**config.mk**
```make
export PLATFORM = sky130hd
export DESIGN_NAME = timestamped_output_fifo
export DESIGN_NICKNAME = d
export VERILOG_FILES = /design/src/hdl/entry_fifo.v /design/src/hdl/timestamped_output_fifo.v
export VERILOG_INCLUDE_DIRS = /design/src /design/src/hdl
export SDC_FILE = /design/constraint.sdc
export NUM_CORES = 1
export LEC_CHECK = 0
export BUFFER_PORTS_ARGS = -buffer_cell sky130_fd_sc_hd__buf_2
export CAP_MARGIN = 25
export CORE_MARGIN = 4
export CORE_UTILIZATION = 57
export CTS_CLUSTER_DIAMETER = 60
export DETAILED_ROUTE_END_ITERATION = 12
export PLACE_DENSITY = 0.72
export SYNTH_ARGS = -nofsm -noshare
export SYNTH_HDL_FRONTEND = slang
export SYNTH_SLANG_ARGS = --single-unit
```
**constraint.sdc**
```tcl
create_clock -name mclk -period 4.5 [get_ports mclk]
set_input_delay 0.9 -clock mclk [delete_from_list [all_inputs] [get_ports mclk]]
set_output_delay 0.9 -clock mclk [all_outputs]
set_load 0.01 [all_outputs]
```
**src/hdl/ts_out_consts.vh**
```
/*
 * constants for the time-stamped output scheduler: process-image offsets,
 * entry layout, status codes and the microsecond divider.
 * assumes a 50 MHz clock and a byte-wide process-image port.
 */
`ifndef TS_OUT_CONSTS_VH
`define TS_OUT_CONSTS_VH

// ------------------------------------------------------------
// input area byte offsets
// ------------------------------------------------------------
`define IN_LAST_ACCEPTED 2'h0
`define IN_NEXT_EXECUTED 2'h1
`define IN_STATE_CODE 2'h2
`define IN_ENTRY_COUNT 2'h3

// ------------------------------------------------------------
// entry layout (relative byte offsets inside a 4-byte entry)
// ------------------------------------------------------------
`define ENT_CONTROL 2'h0
`define ENT_SEQUENCE 2'h1
`define ENT_TIME_LO 2'h2
`define ENT_TIME_HI 2'h3
`define ENT_BYTES 8'h04
`define AREA_SMALL_ENTRIES 4'h5
`define AREA_LARGE_ENTRIES 4'hF
`define SEQ_TERM_BIT 6
`define SEQ_MASK 6'h3F
`define SEQ_FIRST 6'h01

// control byte fields
`define CTL_EN1_BIT 4
`define CTL_EN0_BIT 5
`define CTL_LVL1_BIT 6
`define CTL_LVL0_BIT 7

// ------------------------------------------------------------
// status codes and fixed bits
// ------------------------------------------------------------
`define STATE_OK 8'h00
`define STATE_NO_NEXT 8'h01
`define STATE_EMPTY 8'h02
`define STATE_FULL 8'h03
`define STATE_TERM_FLAG 8'h80
`define LAST_FIXED 2'h1
`define NEXT_FIXED 2'h3

// ------------------------------------------------------------
// storage and timing
// ------------------------------------------------------------
`define QUEUE_DEPTH 32
`define QUEUE_LIMIT 6'h1F
`define QUEUE_AW 5
`define ENTRY_W 30
// queue word packing: time low, three spare zeros, number with terminator, control nibble
`define Q_TIME_LSB 0
`define Q_TIME_W 16
`define Q_SEQ_LSB 19
`define Q_TERM_POS 25
`define Q_CTL_LSB 26
`define CTL_FIELD_LSB 4
`define SEQ_W 6
`define TICK_NS 1000
`define CLK_NS 20
`define TICK_CYCLES (`TICK_NS / `CLK_NS)
`define TICK_DIV_MAX 6'h31

`endif

```
**src/hdl/entry_fifo.v**
```verilog
/*
 * holds no logic: the generic entry queue store, module entry_fifo, is
 * defined in timestamped_output_fifo.v beside the scheduler that uses it.
 * assumes that file is read as part of the design.
 */

```
**src/hdl/timestamped_output_fifo.v**
```verilog
/*
 * time-stamped two-channel output scheduler. the host writes the output
 * area as a whole image (byte writes, then a commit pulse); entries are
 * checked and queued, and applied when the low word of the microsecond
 * ticker equals their time. status is read as four bytes.
 * assumes host strobes come from logic on mclk (no synchronisers).
 * the generic entry queue store is defined at the end of this file.
 */
// How it works
// - status byte 0: last accepted number in bits 5..0, bit6=1, bit7=0
// - status byte 1: next number to execute in bits 5..0, bits 7,6 = 1
// - state code 0 right after an entry was stored
// - state code 1 when no following entry or number out of sequence
// - state code 2 after reset and when the last queued entry has been executed
// - state code 3 when full; nothing more taken while full
// - top bit of state code set while any queued entry has terminator
// - entries after one with number bit 6 set are discarded
// - status byte 3 gives current queue entry count
// - entry: control byte, number byte, two-byte microsecond time
// - control byte: bit4 en ch1, bit5 en ch0, bit6 lvl ch1, bit7 lvl ch0
// - an entry whose number is not previous plus one is refused
// - 32-bit microsecond ticker runs from power-on and wraps
// - entry time matched against ticker low 16 bits; outputs then set
// - output area is 5 or 15 entries, entry n at byte 4n
// - queue holds at most 31 accepted entries
`timescale 1ns/100ps
`include "ts_out_consts.vh"
module timestamped_output_fifo (
    input wire mclk,
    input wire arst_n,
    input wire largeArea,
    input wire outWrite,
    input wire [5:0] outAddr,
    input wire [7:0] outWData,
    input wire outCommit,
    input wire [1:0] inAddr,
    output reg [7:0] inRData,
    output reg chanLevel0,
    output reg chanLevel1,
    output reg chanEnable0,
    output reg chanEnable1,
    output reg [31:0] usTicker,
    output reg imageBusy
);
    // ------------------------------------------------------------
    // functions
    // ------------------------------------------------------------
    function [5:0] seqInc;
        input [5:0] s;
        begin
            seqInc = (s + 6'h01) & `SEQ_MASK;
        end
    endfunction

    // ------------------------------------------------------------
    // output area image
    // ------------------------------------------------------------
    reg [7:0] image [0:63];
    reg [3:0] scanIdx;
    reg scanStop;
    reg [5:0] lastSeq;
    reg [5:0] nextSeq;
    reg [7:0] stateCode;
    reg [5:0] divCnt;
    reg usTick;
    reg [4:0] termCount;
    reg [7:0] pendCtl;
    reg [7:0] pendSeq;
    reg [15:0] pendTime;
    reg pendValid;
    wire [3:0] areaEntries;
    wire [5:0] base;
    wire fifoInReady;
    wire fifoOutValid;
    wire [`ENTRY_W-1:0] fifoOutData;
    wire [5:0] fifoLevel;
    wire qFull;
    wire pushOk;
    wire popNow;
    wire [5:0] headSeq;
    wire headTerm;

    assign areaEntries = largeArea ? `AREA_LARGE_ENTRIES : `AREA_SMALL_ENTRIES;
    assign base = {scanIdx, 2'b00};
    assign qFull = (fifoLevel >= `QUEUE_LIMIT) || !fifoInReady;
    assign pushOk = pendValid && !qFull
        && (pendSeq[5:0] == seqInc(lastSeq));
    assign headSeq = fifoOutData[`Q_SEQ_LSB +: `SEQ_W];
    assign headTerm = fifoOutData[`Q_TERM_POS];
    // the match is tried only on the tick cycle, so a head entry fires once
    assign popNow = usTick && fifoOutValid
        && (fifoOutData[`Q_TIME_LSB +: `Q_TIME_W] == usTicker[`Q_TIME_LSB +: `Q_TIME_W]);

    always @(posedge mclk) begin
        if (outWrite && !imageBusy) begin
            image[outAddr] <= outWData;
        end
    end

    // ------------------------------------------------------------
    // microsecond ticker
    // ------------------------------------------------------------
    // usTick marks the first clock of each new count, one pulse per microsecond
    always @(posedge mclk or negedge arst_n) begin
        if (!arst_n) begin
            divCnt <= 6'h00;
            usTick <= 1'b0;
            usTicker <= 32'h00000000;
        end else begin
            usTick <= 1'b0;
            if (divCnt == `TICK_DIV_MAX) begin
                divCnt <= 6'h00;
                usTick <= 1'b1;
                usTicker <= usTicker + 32'h00000001;
            end else begin
                divCnt <= divCnt + 6'h01;
            end
        end
    end

    // ------------------------------------------------------------
    // scan of the committed image, one entry per cycle
    // ------------------------------------------------------------
    // at most one entry is pending; the next one is read as it is pushed
    always @(posedge mclk or negedge arst_n) begin
        if (!arst_n) begin
            imageBusy <= 1'b0;
            scanIdx <= 4'h0;
            scanStop <= 1'b0;
            pendValid <= 1'b0;
            pendCtl <= 8'h00;
            pendSeq <= 8'h00;
            pendTime <= 16'h0000;
        end else if (!imageBusy) begin
            pendValid <= 1'b0;
            if (outCommit) begin
                imageBusy <= 1'b1;
                scanIdx <= 4'h0;
                scanStop <= 1'b0;
            end
        end else if (!pendValid || !qFull) begin
            // a full queue holds the scan; the entry stays pending
            if (scanStop || scanIdx == areaEntries) begin
                imageBusy <= 1'b0;
                pendValid <= 1'b0;
            end else begin
                pendCtl <= image[base | `ENT_CONTROL];
                pendSeq <= image[base | `ENT_SEQUENCE];
                pendTime <= {image[base | `ENT_TIME_HI], image[base | `ENT_TIME_LO]};
                pendValid <= 1'b1;
                scanStop <= image[base | `ENT_SEQUENCE][`SEQ_TERM_BIT];
                scanIdx <= scanIdx + 4'h1;
            end
        end
    end

    // ------------------------------------------------------------
    // sequence tracking and state code
    // ------------------------------------------------------------
    always @(posedge mclk or negedge arst_n) begin
        if (!arst_n) begin
            lastSeq <= 6'h00;
            nextSeq <= `SEQ_FIRST;
            stateCode <= `STATE_EMPTY;
            termCount <= 5'h00;
        end else begin
            if (pushOk) begin
                lastSeq <= pendSeq[5:0];
                stateCode <= `STATE_OK;
            end else if (pendValid && qFull) begin
                stateCode <= `STATE_FULL;
            end else if (pendValid) begin
                stateCode <= `STATE_NO_NEXT;
            end else if (popNow && fifoLevel == 6'h01) begin
                stateCode <= `STATE_EMPTY;
            end
            if (popNow) begin
                nextSeq <= seqInc(headSeq);
            end else if (!fifoOutValid) begin
                nextSeq <= seqInc(lastSeq);
            end
            if ((pushOk && pendSeq[`SEQ_TERM_BIT]) && !(popNow && headTerm)) begin
                termCount <= termCount + 5'h01;
            end else if (!(pushOk && pendSeq[`SEQ_TERM_BIT]) && popNow && headTerm) begin
                termCount <= termCount - 5'h01;
            end
        end
    end

    // one queue word: control[7:4], number[6:0], three spare zeros, time[15:0]
    entry_fifo #(
        .WIDTH(`ENTRY_W),
        .DEPTH(`QUEUE_DEPTH),
        .AW(`QUEUE_AW)
    ) queue (
        .mclk(mclk),
        .arst_n(arst_n),
        .inValid(pushOk),
        .inReady(fifoInReady),
        .inData({pendCtl[7:4], pendSeq[6:0], 3'b000, pendTime}),
        .outValid(fifoOutValid),
        .outReady(popNow),
        .outData(fifoOutData),
        .level(fifoLevel)
    );

    // ------------------------------------------------------------
    // outputs and status read-back
    // ------------------------------------------------------------
    always @(posedge mclk or negedge arst_n) begin
        if (!arst_n) begin
            chanLevel0 <= 1'b0;
            chanLevel1 <= 1'b0;
            chanEnable0 <= 1'b0;
            chanEnable1 <= 1'b0;
            inRData <= 8'h00;
        end else begin
            if (popNow) begin
                chanEnable1 <= fifoOutData[`Q_CTL_LSB + `CTL_EN1_BIT - `CTL_FIELD_LSB];
                chanEnable0 <= fifoOutData[`Q_CTL_LSB + `CTL_EN0_BIT - `CTL_FIELD_LSB];
                chanLevel1 <= fifoOutData[`Q_CTL_LSB + `CTL_LVL1_BIT - `CTL_FIELD_LSB];
                chanLevel0 <= fifoOutData[`Q_CTL_LSB + `CTL_LVL0_BIT - `CTL_FIELD_LSB];
            end
            case (inAddr)
                `IN_LAST_ACCEPTED: inRData <= {`LAST_FIXED, lastSeq};
                `IN_NEXT_EXECUTED: inRData <= {`NEXT_FIXED, nextSeq};
                `IN_STATE_CODE: inRData <= stateCode
                    | ((termCount != 5'h00) ? `STATE_TERM_FLAG : 8'h00);
                `IN_ENTRY_COUNT: inRData <= {2'b00, fifoLevel};
                default: inRData <= 8'h00;
            endcase
        end
    end
endmodule

// ------------------------------------------------------------
// entry queue store
// ------------------------------------------------------------
// count is exact every cycle; the scheduler caps it one below depth,
// so inReady only guards against a cap that was set wrong
module entry_fifo #(
    parameter WIDTH = 30,
    parameter DEPTH = 32,
    parameter AW = 5
) (
    input wire mclk,
    input wire arst_n,
    input wire inValid,
    output wire inReady,
    input wire [WIDTH-1:0] inData,
    output wire outValid,
    input wire outReady,
    output wire [WIDTH-1:0] outData,
    output wire [AW:0] level
);
    reg [WIDTH-1:0] mem [0:DEPTH-1];
    reg [AW-1:0] wrPtr;
    reg [AW-1:0] rdPtr;
    reg [AW:0] count;
    wire push;
    wire pop;

    assign inReady = (count != DEPTH[AW:0]);
    assign outValid = (count != {(AW+1){1'b0}});
    assign outData = mem[rdPtr];
    assign level = count;
    assign push = inValid && inReady;
    assign pop = outValid && outReady;

    always @(posedge mclk) begin
        if (push) begin
            mem[wrPtr] <= inData;
        end
    end

    always @(posedge mclk or negedge arst_n) begin
        if (!arst_n) begin
            wrPtr <= {AW{1'b0}};
            rdPtr <= {AW{1'b0}};
            count <= {(AW+1){1'b0}};
        end else begin
            if (push) begin
                wrPtr <= wrPtr + 1'b1;
            end
            if (pop) begin
                rdPtr <= rdPtr + 1'b1;
            end
            if (push && !pop) begin
                count <= count + 1'b1;
            end else if (pop && !push) begin
                count <= count - 1'b1;
            end
        end
    end
endmodule

```
* Yosys cells after proc, flatten, opt, wreduce, memory -nomap -nowiden
Memory sizes are Yosys's and may differ from the RTL's. A register that Yosys moved wholly into a read port is not among the register bits.
Cells that the tools add are included.
** Storage, ports and cells
- Output and inout port bits :: 45
- Bits in registers :: 106
- Memories kept :: 2
- Input bits :: 21
- Logic and storage cells :: 120
- Bits in writable memories :: 1376
** Operators by class
- Bitwise logic cells :: 2
- Muxes and demuxes :: 33
- Reduce and logical (&&, ||, !) cells :: 39
- Add/sub/neg operators :: 11
- Eq/ne operators :: 12
- $lt $le $gt $ge :: 1
** Memory list
- queue.mem :: depth 32, width 27, read ports 1, clocked after memory_dff 0, wr ports 1, line timestamped_output_fifo.v:256 : reg [WIDTH-1:0] mem [0:DEPTH-1];
- image :: depth 64, width 8, read ports 4, clocked after memory_dff 3, wr ports 1, line timestamped_output_fifo.v:58 : reg [7:0] image [0:63];
** Operators by type and width (number)
- 2-to-1 mux 8 bit :: 5
- adder 32 x 1 -> 32 bit, second input constant :: 1
- one-hot mux 8 bit (4 select lines) :: 1
- 2-to-1 mux 6 bit :: 5
- adder 6 x 1 -> 6 bit, second input constant :: 4
- 2-to-1 mux 4 bit :: 5
- equality test 16 bit :: 1
- logical AND 1 bit :: 16
- adder 5 x 1 -> 5 bit, second input constant :: 3
- 2-to-1 mux 1 bit :: 15
- zero test 1 bit :: 11
- 2-to-1 mux 5 bit :: 2
- OR 8 bit :: 1
- equality test 6 x 1 -> 1 bit, second input constant :: 1
- equality test 6 bit :: 1
- equality test 6 bit, second input constant :: 1
- greater-or-equal comparator 6 x 5 -> 1 bit, second input constant :: 1
- inequality test 6 bit, second input constant :: 1
- AND reduction 3 bit :: 2
- nonzero test 2 bit :: 3
- nonzero test 6 bit :: 1
- subtractor 6 x 1 -> 6 bit, second input constant :: 1
- nonzero test 5 bit :: 1
- subtractor 5 x 1 -> 5 bit, second input constant :: 1
- 10 further kinds :: 14

* Depth between registers and ports, before layout
Gate-level depths: netlist (run 1).
- Word-level depth :: 12
- Gate-level depth with buffers :: 20
- Gate-level depth less buffers :: 15

* Cells and area by module
Synthesis (run 1) repeated with hierarchy kept, for this count alone.
** Second synthesis, totals
- Cell total of the unflattened synthesis :: 2844
- Area total of the unflattened synthesis :: 59035.4 µm²
** By module, submodules not included
- entry_fifo :: cells each 1708, times used 1, area an instance 37400.9 µm², sequential area each 29228.0 µm²
- timestamped_output_fifo :: cells each 1136, times used 1, area an instance 21634.5 µm², sequential area each 15577.4 µm²

* Worst setup path after synthesis (run 1)
Ideal clock, no wire load.
- Kind :: register to register
- Start point :: register queue.count[0] (netlist: queue.level[0])
- End point :: memory queue.mem[12][0] (netlist name), enable pin
- Library setup time :: 445 ps
- Buffers on the path :: 1
- Arrival time :: 3968 ps
- Stages on the path, launching flop included :: 10
- Period minus slack after synthesis :: 4413 ps
- Data required time :: 4055 ps
- Path slack :: 87 ps
- Cells stage by stage :: dfrtp_1 > ha_1 > a41oi_1 > nand2_1 > nor2_1 > nand4_1 > nor2_1 > clkbuf_1 > nand2_1 > nor3_1
** Between the ends
- Word-level cells in the longest chain between the ends :: 9
- Elaborated cells between the ends (all ways) :: 10
- Classes of those cells :: order compare (1); eq/ne (1); mux (2); reduce/logical (6)
** Ends and longest elaborated chain
- from (decl) :: line timestamped_output_fifo.v:259 : reg [AW:0] count;
- from (signal assigned) :: line timestamped_output_fifo.v:280 : count <= {(AW+1){1'b0}};
- from (signal assigned) :: line timestamped_output_fifo.v:289 : count <= count + 1'b1;
- from (signal assigned) :: line timestamped_output_fifo.v:291 : count <= count - 1'b1;
- branches (longest 6 deep; another with greater-or-equal comparator 6 x 5 -> 1 bit)
- logical AND 1 bit (*) :: line timestamped_output_fifo.v:267 : assign push = inValid && inReady;
- named net queue.push :: line timestamped_output_fifo.v:260 : wire push;
- 2-to-1 mux 1 bit (*) :: line timestamped_output_fifo.v:271 : if (push) begin
- 2-to-1 mux 1 bit (not written as such) (*) :: line timestamped_output_fifo.v:272 : mem[wrPtr] <= inData;
- to (decl) :: line timestamped_output_fifo.v:256
Mark *: on every way through the listed nets, which the timed path passes.

* Worst setup path in the final report (run 1)
- Start point :: register queue.rdPtr[0]
- End point :: register termCount[4]
** Between the ends
- Word-level cells in the longest chain between the ends :: 7
- Elaborated cells between the ends (all ways) :: 10
- Classes of those cells :: eq/ne (1); mux (1); reduce/logical (7); memory (1)
** Ends and longest elaborated chain
- from (decl) :: line timestamped_output_fifo.v:258 : reg [AW-1:0] rdPtr;
- from (signal assigned) :: line timestamped_output_fifo.v:279 : rdPtr <= {AW{1'b0}};
- from (signal assigned) :: line timestamped_output_fifo.v:286 : rdPtr <= rdPtr + 1'b1;
- memory (32 x 27 bit) (*)
- equality test 16 bit :: line timestamped_output_fifo.v:92 : && (fifoOutData[`Q_TIME_LSB +: `Q_TIME_W] == usTicker[`Q_TIME_LSB +: `Q_TIME_W]);
- logical AND 1 bit :: line timestamped_output_fifo.v:91 : assign popNow = usTick && fifoOutValid
- logical AND 1 bit :: line timestamped_output_fifo.v:182 : if ((pushOk && pendSeq[`SEQ_TERM_BIT]) && !(popNow && headTerm)) begin
- zero test 1 bit :: line timestamped_output_fifo.v:182
- logical AND 1 bit :: line timestamped_output_fifo.v:182
- 2-to-1 mux 5 bit / nonzero test 2 bit (equally long branches)
- to (signal assigned) :: line timestamped_output_fifo.v:183 : termCount <= termCount + 5'h01;
- to (signal assigned) :: line timestamped_output_fifo.v:185 : termCount <= termCount - 5'h01;
- to (decl) :: line timestamped_output_fifo.v:66 : reg [4:0] termCount;
Mark *: on every way between the ends. The rest lies on a longest branch, timed or not.
A chain may end at the register's enable or synchronous reset.

==> flow_summary.json, run 1 <==
{
  "post-cts-setup-buffer-count": 0,
  "clkSinkCount": 1416,
  "dp_cells": 4001,
  "busiest_layer": "met2",
  "cts_max_level": 4,
  "cts-root-buf": "clkbuf_16",
  "netlist-cell-type-count": 68,
  "end_kind": "flop",
  "grt_pass1_vias": 28000,
  "worstPathMaxFanout": 18,
  "async_flop_share": 0.0847,
  "fin_skew_ns": 0.0286,
  "cp-start-kind": "flop",
  "antenna_found_initial": 1,
  "via_per_inst": 6.43,
  "whs_ns": 0.0926,
  "dr.first_iter.drc_count": 3417,
  "port_buffers": 65,
  "ys_seq_area_frac": 0.757,
  "cts_tree": "built",
  "dr.pass1.iters": 6,
  "antennaDiodeCount": 0,
  "grt_max_degree": 65,
  "post_drt_wl_per_cell_um": 30.2,
  "synth_ff_type": "edfxtp_1",
  "final_cell_mix": "1296 x edfxtp_1, 325 x mux4_2, 144 x clkbuf_16",
  "post-dp-hpwl_um": 77100,
  "layout_commonest_cell": "edfxtp_1",
  "cts_made_buffers": 139,
  "die_h_um": 320,
  "critPathKind": "reg2reg",
  "syn_avg_cell_area_sq_um": 20.9,
  "fin_crit_sh": 0.946,
  "std_cell_rows": 114,
  "drive_gt1_frac": 0.286,
  "wirelength_um": 129000,
  "synth_area_sq_mm": 0.0554,
  "setup_viol": 0,
  "yosysWarningCount": 0,
  "worstHoldPathType": "in2async",
  "initial_utilization": 0.573,
  "cts_hold_buf": 0,
  "finalCriticalPeriod_ns": 4.26,
  "tns_ns": 0,
  "clock_path_buffers": 3,
  "final_cell_count_no_fill": 4265,
  "p_per_area_mw_per_mm2": 505,
  "ant_nets": 0,
  "synth_enable_flop_cells": 1296,
  "die_width_um": 320,
  "grt_pass1_wl_um": 189000,
  "use_met3": 0.0445,
  "grtUsageMet1": 0.366,
  "grt_overflow": 0,
  "via_count": 27400,
  "final_util": 0.655,
  "peakVddDrop_uv": 414,
  "clk_pin_slew_worst_paths_ns": 0.06,
  "use_met2": 0.404,
  "hold_viol": 0,
  "area_growth_pct": 14.3,
  "num_io_pins": 66,
  "crit_required_ns": 5.11,
  "drv_slew": 0,
  "critPathArrivalTime_ns": 4.87,
  "design.core.area_sq_mm": 0.0966,
  "drc_errors": 0,
  "dieArea_sq_mm": 0.102,
  "tightestPinTransition_ns": 1.12,
  "synth_nets": 2689,
  "clock.fmax_mhz": 235,
  "leakagePower_uw": 0.0202,
  "synthCells": 2648,
  "synth-seq-cells": 1416,
  "max-slew-margin-rel": 0.253,
  "gp_congestion": 0.828,
  "status": "finished clean",
  "clock_latency_ns": 0.74,
  "nNetsFinal": 2924,
  "gr-usage-all-layers": 0.254,
  "post_cts_resized": 0,
  "nFillCells": 6051,
  "drv_cap": 0
}
## per-layer routing
layer  wire [um]  vias to the layer above
met5          13                        -
met4        3970                        2
met3       11400                      242
met2       63500                     1415
met1       50000                    14400
li1            -                    11400
## cells by family after synthesis
kind of cell,count (synthesis),share of synthesized area
DFF,1416,0.757
adders and majority gates,20,0.00465
and+or+nand+nor,360,0.0308
muxes,490,0.163
AOI/OAI and AO/OA,143,0.0185
buffers and inverters,137,0.0127
xor gates and xnor gates,82,0.0131
## Yosys cell counts, types with 5 or more instances
| cell type | number | area share |
|---|---|---|
| buf_1 | 23 | 0.0016 |
| mux2_2 | 51 | 0.010 |
| a21oi_1 | 24 | 0.0022 |
| o21ai_0 | 17 | 0.0015 |
| a211oi_1 | 7 | 0.00095 |
| buf_4 | 9 | 0.0012 |
| xor2_1 | 29 | 0.0046 |
| nor3_1 | 14 | 0.0013 |
| buf_2 | 29 | 0.0026 |
| and3_1 | 5 | 0.00056 |
| nor2_1 | 144 | 0.0098 |
| nand2b_1 | 9 | 0.0010 |
| and2_1 | 6 | 0.00068 |
| a22o_1 | 8 | 0.0013 |
| a22oi_1 | 32 | 0.0043 |
| nand2_1 | 81 | 0.0055 |
| o22ai_1 | 12 | 0.0014 |
| mux4_2 | 325 | 0.13 |
| o221ai_1 | 6 | 0.00095 |
| dfrtp_1 | 118 | 0.053 |
| buf_6 | 16 | 0.0033 |
| ha_1 | 19 | 0.0043 |
| clkbuf_1 | 51 | 0.0035 |
| nand3b_1 | 8 | 0.0011 |
| nand3_1 | 34 | 0.0031 |
| nand4_1 | 18 | 0.0020 |
| inv_1 | 9 | 0.00061 |
| nor2b_1 | 10 | 0.0011 |
| edfxtp_1 | 1296 | 0.70 |
| mux2i_1 | 111 | 0.020 |
| xnor2_1 | 52 | 0.0082 |
## registers in the layout, summed over array words and instances, names as in the netlist, 6 cells and up
name         flops
lastSeq          6
usTicker        32
queue.level      6
inRData          8
pendSeq          7
pendTime        16
divCnt           6
nextSeq          6
image          432
queue.mem      864
## worst max-delay path, stage by stage (launching register included)
cell and delay (ns):
dfrtp_4 0.51, buf_12 0.21, buf_4 0.22, mux4_2 0.54, mux2i_2 0.24, a22oi_1 0.15, a21o_1 0.23, a22oi_2 0.28
nand4_2 0.13, nor2_1 0.13, buf_4 0.16, nand3_1 0.10, nand3_1 0.20, ha_1 0.28, a21o_1 0.18, a21oi_1 0.17
and2_1 0.16, mux2i_1 0.09, xnor2_1 0.14
## through the flow
stage	total power, uW	worst slack (ns)	area (sq um)
after detailed placement	20500	0.0822	58300
after CTS	31700	0.0558	62800
after floorplan	19000	0.0870	55400
after global routing	33100	-0.00498	63300
after global placement	20200	0.129	58300
final	32000	0.243	63300
## final cells by class
class / count / area, sq um / share of cell area
Timing Repair Buffer: 222 / 2240 / 0.0354
Clock buffer: 178 / 3830 / 0.0605
Tap cell: 1276 / 1600 / 0.0252
Sequential cell: 1416 / 41900 / 0.663
Inverter: 9 / 33.8 / 0.000534
Clock inverter: 69 / 646 / 0.0102
Multi-Input combinational cell: 1095 / 13000 / 0.205
## power breakdown
group | internal, uW | leakage [uW] | switching, uW
clock network | 6600 | 0.00219 | 4780
logic | 1840 | 0.00484 | 2070
registers | 15900 | 0.0132 | 832
total | 24300 | 0.0202 | 7670
## worst paths after layout
kind	startpoint	end	slack, ns	cells past startpoint
worst max-delay path	queue.rdPtr[0]$_DFFE_PN0P_	termCount[4]$_DFFE_PN0P_	0.24	18
worst min-delay path	arst_n	divCnt[2]$_DFF_PN0_	0.09	1
worst max register to register	queue.rdPtr[0]$_DFFE_PN0P_	termCount[4]$_DFFE_PN0P_	0.24	18
worst min register to register	usTicker[31]$_DFFE_PN0P_	usTicker[31]$_DFFE_PN0P_	0.47	1
max in group asynchronous	arst_n	stateCode[1]$_DFFE_PN1P_	3.54	2
min in group mclk	inAddr[1]	inRData[6]$_DFF_PN0_	0.46	2
Power figures use the tool's default switching activity.
==> run 2: changes to the inputs <==
Settings changed: SETUP_SLACK_MARGIN set to 0.5.
==> run 2 against run 1 <==
Effect of this change: sequential share of layout area fell by 0.63 points; register-to-register slack improved by 0.32 ns; sequential power barely moved; combinational power rose by 5.4%; first-iteration DRC count rose by 6.2%; global-route usage fell by 0.12 points; via count rose by 0.65%; non-clock buffer count rose by 38; final area rose by 0.96%; largest power group unchanged.
==> flow_summary.json, run 2 (same netlist as run 1, synthesis figures left out) <==
{
  "cts_hold_buf": 0,
  "cts_made_buffers": 139,
  "setup_viol": 0,
  "drv_cap": 0,
  "cp_common_cell": "buf_8",
  "cp-start-kind": "flop",
  "clock.fmax_mhz": 254,
  "grt_max_degree": 82,
  "nNetsFinal": 2962,
  "critPathTopFamily": "simple AND/OR/NAND/NOR gates",
  "worstPathMaxFanout": 8,
  "clk_pin_slew_worst_paths_ns": 0.06,
  "area_growth_pct": 15.4,
  "clock_path_buffers": 3,
  "critPathKind": "reg2reg",
  "top_register": "queue.mem",
  "final_cell_mix": "1296 x edfxtp_1, 325 x mux4_2, 145 x clkbuf_16",
  "final_util": 0.662,
  "die_width_um": 320,
  "drc_errors": 0,
  "antenna_found_initial": 3,
  "grt_setup_unrepaired": "true",
  "cts_tree": "built",
  "reg.largest.list": "queue.mem: 864 flops, image: 432 flops, usTicker: 32 flops",
  "std_cell_rows": 114,
  "wirelength_um": 129000,
  "max-slew-margin-rel": 0.325,
  "cts_max_level": 4,
  "busiest_layer": "met2",
  "grt_overflow": 0,
  "num_io_pins": 66,
  "finalCriticalPeriod_ns": 3.94,
  "initial_utilization": 0.573,
  "p_per_area_mw_per_mm2": 501,
  "use_met2": 0.411,
  "grtUsageMet1": 0.351,
  "dieArea_sq_mm": 0.102,
  "gr-usage-all-layers": 0.253,
  "hold_viol": 0,
  "leakagePower_uw": 0.0205,
  "crit_buf_inv": 5,
  "critPathArrivalTime_ns": 4.55,
  "tns_ns": 0,
  "post-dp-hpwl_um": 74800,
  "crit_required_ns": 5.11,
  "ff2ff_setup_slack_ns": 0.56,
  "ant_nets": 0,
  "die_h_um": 320,
  "dr.first_iter.drc_count": 3629,
  "clock_latency_ns": 0.74,
  "r2r_start": "queue.rdPtr[0]$_DFFE_PN0P_",
  "post_drt_wl_per_cell_um": 29.9,
  "worstHoldPathType": "in2async",
  "grt_pass1_wl_um": 189000,
  "use_met3": 0.0520,
  "port_buffers": 65,
  "reg2reg_depth": 20,
  "dr.pass1.iters": 5,
  "regToRegEndpoint": "termCount[4]$_DFFE_PN0P_",
  "status": "finished clean",
  "peakVddDrop_uv": 396,
  "design.core.area_sq_mm": 0.0966,
  "via_count": 27600,
  "clkSinkCount": 1416,
  "largest_reg_flops": 864,
  "layout_commonest_cell": "edfxtp_1",
  "end_kind": "flop",
  "fin_skew_ns": 0.0233,
  "fin_crit_sh": 0.876,
  "cts-root-buf": "clkbuf_16",
  "cp_slowest_cell": "dfrtp_4",
  "grt_pass1_vias": 28300,
  "drv_slew": 0,
  "via_per_inst": 6.41,
  "tightestPinTransition_ns": 1.01,
  "drive_gt1_frac": 0.304,
  "gp_congestion": 0.824,
  "slowest_delay_ns": 0.57,
  "crit_chain": "buf_8 > buf_4 > buf_8 > nor2_4 > buf_8 > a22oi_1 > nand3_1 > nand4_1 > xnor2_2 > nand4_2 > nor2_1 > buf_4 > nand3_4 > nand3_4 > fa_2 > a21o_1 > a21oi_2 > and2_1 > mux2i_1 > xnor2_1"
}
==> run 2: cell type report <==
type	instances	area [sq um]
sequential	1416	41900
fill	6008	32700
multi-input combinational	1095	13200
clock buffer	180	3810
timing repair buffer	260	2690
tap	1276	1600
clock inverter	72	629
inverter	9	37.5
antenna	1	2.50
==> run 2: worst max path at each step <==
stage,slack (ns),start,endpoint,depth (start not counted)
2_1_floorplan,0.64,queue.rdPtr[1]$_DFFE_PN0P_,termCount[4]$_DFFE_PN0P_,16
3_3_place_gp,0.16,queue.rdPtr[2]$_DFFE_PN0P_,termCount[4]$_DFFE_PN0P_,17
3_5_place_dp,0.08,queue.rdPtr[2]$_DFFE_PN0P_,termCount[3]$_DFFE_PN0P_,16
4_1_cts,0.50,queue.rdPtr[0]$_DFFE_PN0P_,termCount[3]$_DFFE_PN0P_,21
5_1_grt,0.40,queue.rdPtr[0]$_DFFE_PN0P_,termCount[4]$_DFFE_PN0P_,18
6_report,0.56,queue.rdPtr[0]$_DFFE_PN0P_,termCount[4]$_DFFE_PN0P_,20
==> run 2: power by group <==
group | leakage (uW) | switching, uW | internal [uW]
combinational | 0.00512 | 2240 | 1880
clock | 0.00218 | 4790 | 6550
sequential | 0.0132 | 656 | 15900
==> run 2: per-stage QoR <==
stage / power, uW / worst slack (ns) / cells / hold slack, ns / instance area (sq um)
6_report: 32000 / 0.560 / 4309 / 0.183 / 63900
5_1_grt: 33100 / 0.397 / 4308 / 0.226 / 63900
4_1_cts: 31700 / 0.497 / 4266 / 0.192 / 63100
3_5_place_dp: 20500 / 0.0814 / 3989 / 0.463 / 58300
3_3_place_gp: 20200 / 0.161 / 3986 / 0.460 / 58200
2_1_floorplan: 19000 / 0.635 / 2648 / 0.434 / 55400
==> run 2: timing repair <==
| action | CTS | global route |
|---|---|---|
| resized for setup | 33 | 30 |
| endpoints found under the setup margin | 7 | 205 |
| buffers inserted | 23 | 24 |
| pin swaps | 10 | 30 |
| endpoints found under the hold margin | 0 | 0 |
| gates cloned | 2 | 1 |
==> run 2: metal layers <==
metal	vias to the layer above	wire, um
met3	273	11500
met5	-	13
li1	11400	-
met1	14500	49300
met2	1414	64100
met4	2	4150
==> run 2: worst register-to-register path, cell delays in order (launching register included) <==
cell and delay (ns):
dfrtp_4 0.57, buf_8 0.16, buf_4 0.14, buf_8 0.14
nor2_4 0.21, buf_8 0.18, a22oi_1 0.10, nand3_1 0.11
nand4_1 0.35, xnor2_2 0.26, nand4_2 0.11, nor2_1 0.05
buf_4 0.17, nand3_4 0.11, nand3_4 0.13, fa_2 0.37
a21o_1 0.18, a21oi_2 0.14, and2_1 0.14, mux2i_1 0.08
xnor2_1 0.13
==> run 3: changes to the inputs <==
Settings changed: CORE_UTILIZATION 57 to 59, CTS_BUF_LIST set to sky130_fd_sc_hd__clkbuf_4 sky130_fd_sc_hd__clkbuf_8, PLACE_DENSITY 0.72 to 0.74, SETUP_SLACK_MARGIN 0.5 to not set.
==> run 3 against run 2 <==
Effect of this change: routed wire length fell by 2.1%; hold slack got worse by 0.11 ns; sequential power hardly changed; fmax fell by 9.6%; final area decreased by 1.8%; critical path type unchanged.
==> flow_summary.json, run 3 (same netlist as run 1, synthesis figures left out) <==
{
  "leakagePower_uw": 0.0201,
  "grt_pass1_vias": 28200,
  "grt_overflow": 0,
  "cts_max_level": 4,
  "clk_pin_slew_worst_paths_ns": 0.06,
  "ant_nets": 0,
  "crit_required_ns": 5.28,
  "gp_congestion": 0.866,
  "gr-usage-all-layers": 0.260,
  "pre_cts_ws_ns": -0.0342,
  "wirelength_um": 126000,
  "ff2ff_setup_slack_ns": 0.14,
  "final_cell_mix": "1296 x edfxtp_1, 325 x mux4_2, 223 x clkbuf_8",
  "cts_tree": "built",
  "largest_reg_flops": 864,
  "setup_viol": 0,
  "drv_cap": 0,
  "drive_gt1_frac": 0.312,
  "hold_viol": 0,
  "antenna_found_initial": 2,
  "clock.fmax_mhz": 229,
  "reg2reg_depth": 13,
  "status": "finished clean",
  "die_width_um": 314,
  "worstHoldPathType": "in2async",
  "tightestPinTransition_ns": 1.07,
  "worst_slack_ns": 0.142,
  "critPathKind": "reg2reg",
  "post-dp-hpwl_um": 74900,
  "dieArea_sq_mm": 0.0988,
  "grt_max_degree": 81,
  "nFillCells": 5759,
  "cp-start-kind": "flop",
  "area_growth_pct": 13.4,
  "p_int_uw": 22900,
  "die_h_um": 314,
  "p_sw_frac": 0.251,
  "crit_chain": "buf_12 > buf_8 > mux4_2 > o21ai_0 > nand4_1 > xnor2_1 > nand4_1 > nor2_2 > nand2_1 > ha_1 > or4b_2 > a21oi_1 > xor2_1",
  "final_util": 0.674,
  "reg.largest.list": "queue.mem: 864 flops, image: 432 flops, usTicker: 32 flops",
  "critPathArrivalTime_ns": 5.14,
  "cp_common_cell": "nand4_1",
  "pwr-share-comb": 0.126,
  "regToRegEndpoint": "queue.level[4]$_DFFE_PN0P_",
  "finalCriticalPeriod_ns": 4.36,
  "cp_slowest_cell": "or4b_2",
  "clkSinkCount": 1416,
  "whs_ns": 0.0742,
  "p_per_area_mw_per_mm2": 488,
  "r2r_start": "queue.rdPtr[0]$_DFFE_PN0P_",
  "clock_path_buffers": 3,
  "slowest_delay_ns": 0.61,
  "drc_errors": 0,
  "worstPathMaxFanout": 21,
  "dr.first_iter.drc_count": 4005,
  "peakVddDrop_uv": 317,
  "grt_pass1_wl_um": 187000,
  "p_seq_frac": 0.544,
  "tns_ns": 0,
  "nNetsFinal": 2978,
  "top_register": "queue.mem",
  "drv_slew": 0,
  "std_cell_rows": 112,
  "cts-root-buf": "clkbuf_8",
  "fin_crit_sh": 0.969,
  "num_io_pins": 66,
  "via_per_inst": 6.42,
  "initial_utilization": 0.594,
  "fin_skew_ns": 0.0512,
  "layout_commonest_cell": "edfxtp_1",
  "clockPowerShare": 0.330,
  "dr.pass1.iters": 5,
  "clock_latency_ns": 0.89,
  "end_kind": "flop",
  "max-slew-margin-rel": 0.289,
  "cts_made_buffers": 210,
  "post_drt_wl_per_cell_um": 29.0,
  "switchingPower_uw": 7680,
  "port_buffers": 65,
  "design.core.area_sq_mm": 0.0932,
  "dp_cells": 3955,
  "final_cell_count_no_fill": 4363,
  "via_count": 28000
}
## run 3: changes by cell type in the layout (fill, tap and decap cells not counted), sizes merged, moves of 3 or more
cell	before	now
buf	258	204
inv	15	12
bufinv	10	3
diode	1	4
clkbuf	181	287
clkinv	52	85
## run 3: cell type report
cell class                      instances  area [sq um]  share of cell area
Clock buffer                          286          3540              0.0564
Sequential cell                      1416         41900               0.668
Clock inverter                         94           567             0.00903
Multi-Input combinational cell       1095         13000               0.207
Antenna cell                            4          10.0            0.000159
Timing Repair Buffer                  205          2100              0.0334
Tap cell                             1254          1570              0.0250
Inverter                                9          33.8            0.000538
## run 3: repair_timing
| action | CTS | global route |
|---|---|---|
| pin swaps | 0 | 3 |
| hold buffers | 0 | 0 |
| resized for setup | 1 | 9 |
| setup endpoints to repair | 3 | 5 |
| setup buffers | 0 | 8 |
| gates cloned | 0 | 1 |
## run 3: worst max path at each step
| stage | from | endpoint | slack, ns | depth (start not counted) |
|---|---|---|---|---|
| 2_1_floorplan | queue.level[0]$_DFFE_PN0P_ | queue.mem[12][0]$_DFFE_PP_ | 0.09 | 9 |
| 3_3_place_gp | queue.rdPtr[0]$_DFFE_PN0P_ | queue.level[4]$_DFFE_PN0P_ | -0.05 | 13 |
| 3_5_place_dp | queue.rdPtr[1]$_DFFE_PN0P_ | queue.level[4]$_DFFE_PN0P_ | -0.03 | 14 |
| 4_1_cts | queue.rdPtr[0]$_DFFE_PN0P_ | queue.level[4]$_DFFE_PN0P_ | 0.04 | 15 |
| 5_1_grt | queue.rdPtr[0]$_DFFE_PN0P_ | termCount[4]$_DFFE_PN0P_ | -0.03 | 18 |
| 6_report | queue.rdPtr[0]$_DFFE_PN0P_ | queue.level[4]$_DFFE_PN0P_ | 0.14 | 13 |
## run 3: critical path: cells and delay by family (launching register included)
family                     cells  cell delay [ns]
and+or+nand+nor                5             1.60
AOI/OAI and AO/OA              2             0.42
DFF                            1             0.51
muxes                          1             0.52
adders and majority gates      1             0.27
xor gates and xnor gates       2             0.49
buffers and inverters          2             0.41
## run 3: metal layers
| metal | track usage | share of wire | vias to the layer above |
|---|---|---|---|
| met5 | 0 | 0 | - |
| met4 | 0.0768 | 0.025 | 0 |
| met3 | 0.0479 | 0.094 | 222 |
| met2 | 0.415 | 0.49 | 1572 |
| met1 | 0.377 | 0.39 | 14700 |
| li1 | - | - | 11500 |
## run 3: per-stage QoR
step	cell area (sq um)	total power, uW
finish	62800	30600
global route	62800	31800
CTS	62300	30400
global placement	58100	20200
floorplan	55400	19000
detailed placement	58100	20500
## run 3: power by group through the flow
stage          Sequential [uW]  Clock [uW]  Combinational, uW
3_5_place_dp             17400           0               3020
4_1_cts                  17200       10200               3030
5_1_grt                  16700       10900               4110
3_3_place_gp             17300           0               2920
2_1_floorplan            16900           0               2090
6_report                 16600       10100               3850
